$ cat config.mk
export PLATFORM = sky130hd
export DESIGN_NAME = tocu_top
export DESIGN_NICKNAME = d
export VERILOG_FILES = /design/src/shared/tocu_pkg.sv /design/src/rtl/tocu_channel.sv /design/src/rtl/tocu_top.sv
export VERILOG_INCLUDE_DIRS = /design/src /design/src/shared
export SDC_FILE = /design/constraint.sdc
export NUM_CORES = 1
export LEC_CHECK = 0
export ABC_CLOCK_PERIOD_IN_PS = 2200
export BUFFER_PORTS_ARGS = -buffer_cell sky130_fd_sc_hd__clkbuf_2
export CAP_MARGIN = 20
export CORE_UTILIZATION = 30
export CTS_CLUSTER_DIAMETER = 80
export DETAILED_ROUTE_END_ITERATION = 7
export PLACE_DENSITY_LB_ADDON = 0.25
export SYNTH_ARGS = -nofsm -noshare
export SYNTH_HDL_FRONTEND = slang
export SYNTH_HIERARCHICAL = 1
export SYNTH_SLANG_ARGS = --single-unit
$ cat constraint.sdc
create_clock -name clk_sys -period 2.2 [get_ports clk_sys]
set_input_delay 0 -clock clk_sys [delete_from_list [all_inputs] [get_ports clk_sys]]
set_output_delay 0 -clock clk_sys [all_outputs]
set_load 0.1 [all_outputs]
$ cat src/shared/tocu_params.svh
// Offsets, field positions, reset values and timing counts of the compare unit.
// Assumes byte addresses on a 32-bit Avalon-MM bus, one register per word.
`ifndef TOCU_PARAMS_SVH
`define TOCU_PARAMS_SVH

// Register byte addresses
`define TOCU_OFS_CTRL 5'h00
`define TOCU_OFS_COUNT 5'h04
`define TOCU_OFS_CMP0 5'h08
`define TOCU_OFS_CMP1 5'h0C
`define TOCU_OFS_FORCE 5'h10
`define TOCU_OFS_FLAGS 5'h14
`define TOCU_OFS_MASK 5'h18
`define TOCU_OFS_OUT 5'h1C

// Control field positions
`define TOCU_CTRL_WGM_LSB 0
`define TOCU_CTRL_COM_LSB 3

// Waveform mode codes
`define TOCU_WGM_NORMAL 3'h0
`define TOCU_WGM_CLEAR 3'h2

// Reset values
`define TOCU_RST_CTRL 32'h0000_0000
`define TOCU_RST_MASK 8'h00

// Wait cycles before the slave answers
`define TOCU_WAIT_CYCLES 1

`endif

$ cat src/shared/tocu_pkg.sv
// Types shared by the compare unit files.
// Assumes the counter unit drives a tocu_cnt_t on the system clock.
package tocu_pkg;

  // Counter unit view, all on clk_sys
  typedef struct packed {
    logic [7:0] value;
    logic tick;
    logic atTop;
    logic atBottom;
    logic countDown;
  } tocu_cnt_t;

  // Per-channel mode view
  typedef struct packed {
    logic pwm;
    logic fast;
    logic [1:0] outMode;
  } tocu_chcfg_t;

endpackage : tocu_pkg

$ cat src/rtl/tocu_channel.sv
// One output compare channel: buffer, active compare value, output state.
// Assumes counter ticks and CPU writes arrive on clk_sys.
`timescale 1ns/1ps
`default_nettype none
module tocu_channel
  import tocu_pkg::*;
(
  input wire logic clk_sys,
  input wire logic reset,
  input wire tocu_pkg::tocu_cnt_t cnt,
  input wire tocu_pkg::tocu_chcfg_t cfg,
  input wire logic cpuWrite,
  input wire logic [7:0] cpuData,
  input wire logic forceStrobe,
  input wire logic blocked,
  input wire logic xferPoint,
  output logic [7:0] cpuView,
  output logic realMatch,
  output var logic ocState_q
);
  logic [7:0] buffer_q;
  logic [7:0] active_q;
  logic forceHit;

  // Level to take on a match, given mode and output mode bits
  function automatic logic onMatch(input tocu_chcfg_t c, input logic cur, input logic down);
    logic lvl;
    lvl = cur;
    if (!c.pwm)
    begin
      case (c.outMode)
        2'h1: lvl = ~cur;
        2'h2: lvl = 1'b0;
        2'h3: lvl = 1'b1;
        default: lvl = cur;
      endcase
    end
    else if (c.outMode[1])
    begin
      lvl = c.outMode[0] ^ (!c.fast && down);
    end
    return lvl;
  endfunction : onMatch

  // Buffer only written while a PWM mode is selected
  always_ff @(posedge clk_sys)
  begin
    if (reset)
      buffer_q <= 8'h00;
    else if (cpuWrite && cfg.pwm)
      buffer_q <= cpuData;
  end

  // Direct write in non-PWM modes, synchronized transfer otherwise
  always_ff @(posedge clk_sys)
  begin
    if (reset)
      active_q <= 8'h00;
    else if (cpuWrite && !cfg.pwm)
      active_q <= cpuData;
    else if (cfg.pwm && cnt.tick && xferPoint)
      active_q <= buffer_q;
  end

  assign cpuView = cfg.pwm ? buffer_q : active_q;
  // Comparator never looks at the buffer
  assign realMatch = cnt.tick && (cnt.value == active_q) && !blocked;
  assign forceHit = forceStrobe && !cfg.pwm;

  // Output state; mode changes leave it alone
  always_ff @(posedge clk_sys)
  begin
    if (reset)
      ocState_q <= 1'b0;
    else if (realMatch || forceHit)
      ocState_q <= onMatch(cfg, ocState_q, cnt.countDown);
    else if (cfg.pwm && cfg.fast && cfg.outMode[1] && cnt.tick && cnt.atBottom)
      ocState_q <= ~cfg.outMode[0];
  end
endmodule : tocu_channel
`default_nettype wire

$ cat src/rtl/tocu_top.sv
// Output compare unit of an 8-bit timer with an Avalon-MM register slave.
// Assumes the counter unit, port logic and bus master all run on clk_sys.
//
// Notes on behaviour
// Compare values are double-buffered in every PWM mode.
// Normal and clear-on-match modes write compare values straight to the comparator.
// Buffered values move to the active register only at top or bottom.
// CPU reaches the buffer when buffering, else the active register.
// Force strobe in non-PWM modes forces the channel's match output.
// A forced match sets no flag and never clears the counter.
// A forced match updates output state exactly like a real match.
// A counter write blocks all matches in the following timer cycle.
// Software should not load zero while the counter counts down.
// Software should set output state before making the pin an output.
// Output state is kept when the waveform mode changes.
// Output mode bits are unbuffered and act at once.
// Output mode bits choose the state applied at the next match.
// Output mode bits choose compare output or port logic for the pin.
// Reset clears every channel's internal output state to zero.
// A counter match sets the channel's match flag at the timer tick.
// Match flag clears on interrupt acknowledge or a written one.
// Any set output mode bit makes the compare output own the pin.
// The comparator uses the active register, never the buffer.
//
// Design decisions made here: the address map and the Avalon-MM slave port.
`timescale 1ns/1ps
`default_nettype none
`include "tocu_params.svh"
module tocu_top
  import tocu_pkg::*;
#(
  parameter int NCHAN = 2
)
(
  input wire logic clk_sys,
  input wire logic reset,
  input wire logic [4:0] address,
  input wire logic read,
  input wire logic write,
  input wire logic [3:0] byteenable,
  input wire logic [31:0] writedata,
  output logic [31:0] readdata,
  output logic waitrequest,
  input wire tocu_pkg::tocu_cnt_t counterIn,
  input wire logic [NCHAN-1:0] intAck,
  input wire logic [NCHAN-1:0] portData,
  output logic counterLoad,
  output logic [7:0] counterLoadValue,
  output logic counterClear,
  output logic [NCHAN-1:0] pinLevel,
  output logic [NCHAN-1:0] pinOverride,
  output logic irq
);
  logic [31:0] readdata_q;
  logic waitReq_q;
  logic [31:0] ctrl_q;
  logic [7:0] mask_q;
  logic [NCHAN-1:0] flags_q;
  logic blocked_q;
  logic counterLoad_q;
  logic [7:0] counterLoadValue_q;
  logic counterClear_q;
  logic [NCHAN-1:0] pinLevel_q;
  logic [NCHAN-1:0] pinOverride_q;
  logic irq_q;
  logic accept;
  logic wrAccept;
  logic [2:0] waveMode;
  logic pwmMode;
  logic fastMode;
  logic xferPoint;
  logic [NCHAN-1:0] realMatch;
  logic [NCHAN-1:0] ocState;
  logic [NCHAN-1:0] forceStrobe;
  logic [7:0] cpuView [NCHAN];

  // Address decode, shared by the read mux and all write paths
  function automatic logic regHit(input logic [4:0] addr, input logic [4:0] ofs);
    return addr == ofs;
  endfunction : regHit

  // Output mode bits of one channel straight from the control word
  function automatic logic [1:0] outModeOf(input logic [31:0] ctrl, input int idx);
    return ctrl[`TOCU_CTRL_COM_LSB + 2 * idx +: 2];
  endfunction : outModeOf

  // The map holds two compare words; a third would land on the force strobe
  if (NCHAN < 1 || NCHAN > 2)
  begin : g_bad_nchan
    $error("NCHAN must be 1 or 2");
  end

  // Only byte lane 0 carries write data
  assign accept = (read || write) && !waitReq_q;
  assign wrAccept = accept && write && byteenable[0];

  // One wait cycle per access, then the answer
  always_ff @(posedge clk_sys)
  begin
    if (reset)
      waitReq_q <= 1'b1;
    else if ((read || write) && waitReq_q)
      waitReq_q <= 1'b0;
    else
      waitReq_q <= 1'b1;
  end

  // Read data captured while waitrequest is still high
  always_ff @(posedge clk_sys)
  begin
    if (reset)
      readdata_q <= 32'h0000_0000;
    else if (read && waitReq_q)
    begin
      readdata_q <= 32'h0000_0000;
      if (regHit(address, `TOCU_OFS_CTRL))
        readdata_q <= ctrl_q;
      else if (regHit(address, `TOCU_OFS_COUNT))
        readdata_q <= {24'h00_0000, counterIn.value};
      else if (regHit(address, `TOCU_OFS_CMP0))
        readdata_q <= {24'h00_0000, cpuView[0]};
      else if (regHit(address, `TOCU_OFS_CMP1) && NCHAN > 1)
        readdata_q <= {24'h00_0000, cpuView[NCHAN > 1 ? 1 : 0]};
      else if (regHit(address, `TOCU_OFS_FLAGS))
        readdata_q[NCHAN-1:0] <= flags_q;
      else if (regHit(address, `TOCU_OFS_MASK))
        readdata_q[7:0] <= mask_q;
      else if (regHit(address, `TOCU_OFS_OUT))
        readdata_q[15:0] <= {8'(pinOverride_q), 8'(ocState)};
    end
  end

  // Control word; mode bits act at once, never buffered
  always_ff @(posedge clk_sys)
  begin
    if (reset)
      ctrl_q <= `TOCU_RST_CTRL;
    else if (wrAccept && regHit(address, `TOCU_OFS_CTRL))
      ctrl_q <= {16'h0000, 8'h00, writedata[7:0]};
  end

  // Interrupt mask
  always_ff @(posedge clk_sys)
  begin
    if (reset)
      mask_q <= `TOCU_RST_MASK;
    else if (wrAccept && regHit(address, `TOCU_OFS_MASK))
      mask_q <= writedata[7:0];
  end

  assign waveMode = ctrl_q[`TOCU_CTRL_WGM_LSB +: 3];
  // Odd mode codes are the PWM modes
  assign pwmMode = waveMode[0];
  assign fastMode = waveMode[0] && waveMode[1];
  // Fast PWM reloads at bottom, phase correct at top
  assign xferPoint = fastMode ? counterIn.atBottom : counterIn.atTop;

  // Counter load request handed to the counter unit
  always_ff @(posedge clk_sys)
  begin
    if (reset)
    begin
      counterLoad_q <= 1'b0;
      counterLoadValue_q <= 8'h00;
    end
    else
    begin
      counterLoad_q <= wrAccept && regHit(address, `TOCU_OFS_COUNT);
      if (wrAccept && regHit(address, `TOCU_OFS_COUNT))
        counterLoadValue_q <= writedata[7:0];
    end
  end

  // Block stays until a tick passes, so a stopped timer keeps it armed
  always_ff @(posedge clk_sys)
  begin
    if (reset)
      blocked_q <= 1'b0;
    else if (wrAccept && regHit(address, `TOCU_OFS_COUNT))
      blocked_q <= 1'b1;
    else if (counterIn.tick)
      blocked_q <= 1'b0;
  end

  // Channels share the mode view; each has its own output mode bits
  for (genvar i = 0; i < NCHAN; i++)
  begin : g_chan
    tocu_chcfg_t cfg;
    logic [4:0] cmpOfs;
    assign cmpOfs = 5'(`TOCU_OFS_CMP0 + 4 * i);
    assign cfg = '{pwm: pwmMode, fast: fastMode, outMode: outModeOf(ctrl_q, i)};
    assign forceStrobe[i] = wrAccept && regHit(address, `TOCU_OFS_FORCE) && writedata[i];

    tocu_channel u_chan (
      .clk_sys(clk_sys),
      .reset(reset),
      .cnt(counterIn),
      .cfg(cfg),
      .cpuWrite(wrAccept && regHit(address, cmpOfs)),
      .cpuData(writedata[7:0]),
      .forceStrobe(forceStrobe[i]),
      .blocked(blocked_q),
      .xferPoint(xferPoint),
      .cpuView(cpuView[i]),
      .realMatch(realMatch[i]),
      .ocState_q(ocState[i])
    );

    // Set wins over both clears
    always_ff @(posedge clk_sys)
    begin
      if (reset)
        flags_q[i] <= 1'b0;
      else if (realMatch[i])
        flags_q[i] <= 1'b1;
      else if (intAck[i] || (wrAccept && regHit(address, `TOCU_OFS_FLAGS) && writedata[i]))
        flags_q[i] <= 1'b0;
    end

    // Pin source chosen by the output mode bits
    always_ff @(posedge clk_sys)
    begin
      if (reset)
      begin
        pinOverride_q[i] <= 1'b0;
        pinLevel_q[i] <= 1'b0;
      end
      else
      begin
        pinOverride_q[i] <= |cfg.outMode;
        pinLevel_q[i] <= (|cfg.outMode) ? ocState[i] : portData[i];
      end
    end
  end

  // Only channel 0 real matches may clear the counter
  always_ff @(posedge clk_sys)
  begin
    if (reset)
      counterClear_q <= 1'b0;
    else
      counterClear_q <= realMatch[0] && waveMode == `TOCU_WGM_CLEAR;
  end

  // Level interrupt, one cycle behind the flags
  always_ff @(posedge clk_sys)
  begin
    if (reset)
      irq_q <= 1'b0;
    else
      irq_q <= |(flags_q & mask_q[NCHAN-1:0]);
  end

  assign readdata = readdata_q;
  assign waitrequest = waitReq_q;
  assign counterLoad = counterLoad_q;
  assign counterLoadValue = counterLoadValue_q;
  assign counterClear = counterClear_q;
  assign pinLevel = pinLevel_q;
  assign pinOverride = pinOverride_q;
  assign irq = irq_q;
endmodule : tocu_top
`default_nettype wire

Yosys cells after proc, flatten, opt, wreduce, memory -nomap -nowiden
Cells that the tools add are included.

operators by class
  multiplexer cells = 35
  eq/ne operators = 20
  reductions and logical operators = 60
  bitwise gates (word level) = 7

operators with widths
  operator                                       number
  two-way mux 16 bit                             4
  two-way mux 8 bit                              7
  logical AND 1 bit                              38
  == test 5 bit, second input constant           4
  two-way mux 1 bit                              18
  == test 8 bit                                  2
  two-way mux 14 bit                             1
  nonzero test 2 bit                             7
  == test 5 x 4 -> 1 bit, second input constant  2
  two-way mux 10 bit                             1
  != test 5 bit, second input constant           2
  == test 2 bit, second input constant           4
  != test 3 bit, second input constant           2
  one-hot mux 1 bit (3 select lines)             2
  AND reduction 3 bit                            2
  OR reduction 2 bit                             3
  == test 5 x 3 -> 1 bit, second input constant  1
  zero test 5 bit                                1
  logical OR 1 bit                               5
  == test 2 x 1 -> 1 bit, second input constant  2
  zero test 1 bit                                4
  two-way mux 2 bit                              2
  inverter 1 bit                                 4
  == test 3 x 2 -> 1 bit, second input constant  1
  2 further kinds                                3

storage, ports and cells
  register bits = 101
  input port bits = 61
  logic and storage cells = 143

Longest topological paths before layout
  word-level depth = 10
  mapped depth = 12
  gate-level depth less buffers = 7

Cells and area by module
Netlist, hierarchy kept.

by module, submodules not included
  module        instances  area each (um^2)  cells an instance
  tocu_top      1          2274.7            262
  tocu_channel  2          1019.7            119

Least setup slack after synthesis
Ideal clock, no wire load.

  kind = flip-flop to flip-flop
  start = register waitReq_q, in the netlist waitrequest
  end = register g_chan[1].u_chan.active_q[6]
  setup time = 0.134 ns
  path slack = -0.322 ns
  arrival time = 2.388 ns
  buffers on the path = 3
  cell stages (with the launch flop) = 10
  clock period less this slack = 2.522 ns
  cell sequence = dfxtp_1 -> nand3b_1 -> nor4_1 -> buf_4 -> nor2b_1 -> buf_4 -> a31o_2 -> buf_2 -> nor2_1 -> a211oi_1

on the way
  cells in the longest elaborated chain, start to end = 7
  elaborated cells between the ends (all ways) = 8
  classes of those cells = mux (1); reduce/logical (7)

RTL lines
  what                                                     line                source
  start: declaration                                       tocu_top.sv:55      logic waitReq_q;
  start signal: assignment                                 tocu_top.sv:101     waitReq_q <= 1'b1;
  start signal: assignment                                 tocu_top.sv:103     waitReq_q <= 1'b0;
  start signal: assignment                                 tocu_top.sv:105     waitReq_q <= 1'b1;
  zero test 1 bit *                                        tocu_top.sv:94      assign accept = (read || write) && !waitReq_q;
  logical AND 1 bit *                                      tocu_top.sv:94
  logical AND 1 bit * (2 in series)                        tocu_top.sv:95      assign wrAccept = accept && write && byteenable[0];
  logical AND 1 bit *                                      tocu_top.sv:199     .cpuWrite(wrAccept && regHit(address, cmpOfs)),
  logical AND 1 bit *                                      tocu_channel.sv:59  else if (cpuWrite && !cfg.pwm)
  two-way mux 8 bit or nonzero test 2 bit (tied branches)  -
  end signal: assignment                                   tocu_channel.sv:60  active_q <= cpuData;
  end signal: assignment                                   tocu_channel.sv:62  active_q <= buffer_q;
  end: declaration                                         tocu_channel.sv:22  logic [7:0] active_q;

Every way passes the cells marked *; elsewhere a longest branch is shown, timed or not.
A chain may end at the register's enable or synchronous reset.

Worst setup path after layout
  start = register waitReq_q, in the netlist waitrequest
  end = register g_chan[0].u_chan.active_q[3]

on the way
  cells in the longest elaborated chain, start to end = 7
  elaborated cells between the ends (all ways) = 8
  classes of those cells = mux (1); reduce/logical (7)

RTL lines
  what                                                     line
  zero test 1 bit *                                        tocu_top.sv:94
  logical AND 1 bit *                                      tocu_top.sv:94
  logical AND 1 bit * (2 in series)                        tocu_top.sv:95
  logical AND 1 bit *                                      tocu_top.sv:199
  logical AND 1 bit *                                      tocu_channel.sv:59
  two-way mux 8 bit or nonzero test 2 bit (tied branches)  -
  end signal: assignment                                   tocu_channel.sv:60
  end signal: assignment                                   tocu_channel.sv:62
  end: declaration                                         tocu_channel.sv:22

Marked as above.

==> results.sh <==
export IMPL_status="complete, no violations"
export IMPL_io_pins=109
export IMPL_p_leak_nw=1.931
export IMPL_grt_overflow=0
export IMPL_crit_path_end_kind="register"
export IMPL_setup_violations_final=0
export IMPL_die_x_um=121.9
export IMPL_synth_seq_cells=79
export IMPL_drive_above_1_share_pct=21.69
export IMPL_yosysWarningCount=6
export IMPL_die_height_um=121.9
export IMPL_synthTopCellsByArea="dfxtp_1, mux2i_1, buf_4, nor2_1, mux2_2"
export IMPL_final_cells=747
export IMPL_skew_ps=8.298
export IMPL_wl_um=12890
export IMPL_worstPathMaxFanout=8
export IMPL_drv_cap=0
export IMPL_sw_frac_of_total_pct=29.37
export IMPL_clock_latency_ps=350
export IMPL_tns_ps=0
export IMPL_post_drt_wl_per_cell_um=17.26
export IMPL_start_kind="register"
export IMPL_clockRootBuffer="clkbuf_16"
export IMPL_mostFrequentLayoutCells="dfxtp_1, clkbuf_2, nor2_1, mux2i_1, nand2_1"
export IMPL_internal_power_mw=2.475
export IMPL_total_power_mw=3.505
export IMPL_relSlewSlack_pct=57.60
export IMPL_cp_required_ps=2450
export IMPL_via_per_inst=5.134
export IMPL_ant_nets=0
export IMPL_ys_seq_area_share_pct=36.66
export IMPL_place_hpwl_um=9461
export IMPL_post_cts_buffers=0
export IMPL_cts_sinks=79
export IMPL_core_um2=13930
export IMPL_drc=0
export IMPL_antenna_found_initial=0
export IMPL_nets=623
export IMPL_fin_crit_sh_pct=96.29
export IMPL_grt_max_degree=51
export IMPL_peakVddDrop_v=0.0003047
export IMPL_synth_area_leader_cell="dfxtp_1"
export IMPL_power_frac_seq_pct=41.2
export IMPL_grt_usage_pct=17.95
export IMPL_slew_violations=0
export IMPL_grt_pass1_wl_um=19800
export IMPL_cts_max_level=3
export IMPL_syn_inst=500
export IMPL_gp_congestion=0.8469
export IMPL_ys_async_sr_fraction_pct=0
export IMPL_synth_edf_count=0
export IMPL_hold_violations=0
export IMPL_cts_path_max_buffers=2
export IMPL_min_path_type="in -> reg"
export IMPL_row_count=43
export IMPL_yosys_cell_types_count=52
export IMPL_final_common_cell="dfxtp_1"
export IMPL_drt_pass1_iter_count=6
export IMPL_p_comb_share_pct=13.5
export IMPL_worst_setup_path_type="reg -> reg"
export IMPL_cts_tree="yes"
export IMPL_fmax_mhz=472.1
export IMPL_initialDrtViolationCount=186
export IMPL_p_switching_mw=1.029
export IMPL_grt_pass1_vias=3520
export IMPL_synth_cell_area_um2=4314
export IMPL_synth_top_area_share_pct=36.66
export IMPL_fin_crit_ps=2118
export IMPL_dieArea_um2=14860
export IMPL_rsz0062_at_grt="true"
export IMPL_worstPathArrival_ps=2370
export IMPL_vias=3835
export IMPL_ys_flop_type="dfxtp_1"
export IMPL_n_antenna_cell=0
export IMPL_io_buffers=59
export IMPL_cts_made_buffers=9
export IMPL_avgSynthCellArea_um2=8.628
export IMPL_p_per_area_nw_per_um2=680.8
export IMPL_syn_to_final_growth_pct=19.32
export IMPL_clock_power_share_pct=45.3
export IMPL_tightest_slew_ps=636.1
export IMPL_start_util_pct=30.96
export IMPL_clk_pin_slew_ps=60
export IMPL_dpl_cell_count=727
metrics by stage:
step | util (%) | area (um^2) | worst slack, ps | hold WS, ps
global route | 36.94 | 5147 | -27.10 | 38.02
CTS | 36.72 | 5117 | 19.07 | 15.85
finish | 36.94 | 5147 | 81.68 | 28.76
global placement | 34.17 | 4761 | 112.5 | 212.5
detailed placement | 34.17 | 4761 | 63.82 | 218.5
floorplan | - | 4397 | 41.14 | 89.09
timing repair:
item	4_1_cts	5_1_grt
hold buffers	4	0
setup endpoints to repair	0	13
resized for setup	0	4
endpoints found under the hold margin	3	0
worst max-delay path, cell delays in order, from the launching register on:
cell and delay (ps):
dfxtp_4 350, nand3b_1 370, nor4_2 430, nor2b_1 280
buf_4 240, mux2i_1 90, a211oi_1 250
power groups by stage:
stage / Sequential [mW] / Combinational (mW) / Clock [mW]
3_5_place_dp: 1.48 / 0.460 / 0
4_1_cts: 1.45 / 0.467 / 1.62
2_1_floorplan: 1.54 / 0.309 / 0
5_1_grt: 1.45 / 0.492 / 1.68
3_3_place_gp: 1.48 / 0.459 / 0
6_report: 1.45 / 0.472 / 1.59
routing by layer:
metal	track usage (%)	vias up	wire length (um)	part of all wire [%]
li1	-	1859	-	-
met1	24.32	1813	6010	47
met2	26.69	140	5700	44
met3	4.073	23	814	6.3
met4	8.642	0	365	2.8
met5	0	-	0	0
kinds of logic (layout without fill, tap and decap cells):
kind of cell,after synthesis,in the layout,synth area share [%]
muxes,61,61,14.59
other,1,22,0.08692
buffers and inverters,68,114,8.556
xor gates and xnor gates,10,10,2.030
and+or+nand+nor,180,180,22.16
DFF,79,79,36.66
AOI/OAI and AO/OA,101,101,15.92
state kept, by name, summed over array words and instances, names as in the netlist, 8 cells and up:
register,cells
ctrl_q,8
mask_q,8
readdata,10
g_chan.u_chan/buffer_q,16
g_chan.u_chan/active_q,16
counterLoadValue,8
Yosys cell counts, types with 3 or more instances:
library cell / number
o21ai_0: 20
o21a_1: 4
nor3_1: 6
nor2b_1: 11
a211o_1: 4
nand3_1: 25
mux2_2: 15
o221ai_1: 6
xnor2_1: 10
o2111ai_1: 3
a211oi_1: 16
a2bb2oi_1: 3
buf_4: 28
dfxtp_1: 79
clkbuf_1: 11
nand2_1: 36
inv_1: 20
mux2i_1: 46
buf_2: 7
or2b_1: 4
nor4_1: 7
nor2_1: 53
and3_1: 4
a21oi_1: 27
nand2b_1: 11
final cells by class:
class | count | area (um^2)
tap | 180 | 225.2
clock inverter | 6 | 66.31
clock buffer | 10 | 250.2
sequential | 79 | 1585
timing repair buffer | 78 | 473.0
inverter | 20 | 75.07
fill | 1434 | 8787
multi-input combinational | 374 | 2472
final timing paths:
check,from,end,slack (ps),depth (start not counted)
max,waitrequest$_SDFF_PP1_,g_chan[0].u_chan/active_q[3]$_SDFFE_PP0P_,80,6
min,intAck[1],flags_q[1]$_SDFFE_PP0P_,30,4
max reg2reg,waitrequest$_SDFF_PP1_,g_chan[0].u_chan/active_q[3]$_SDFFE_PP0P_,80,6
min reg2reg,readdata[9]$_SDFFE_PP0P_,readdata[9]$_SDFFE_PP0P_,460,2
No activity file was read; power rests on OpenSTA's default activity.
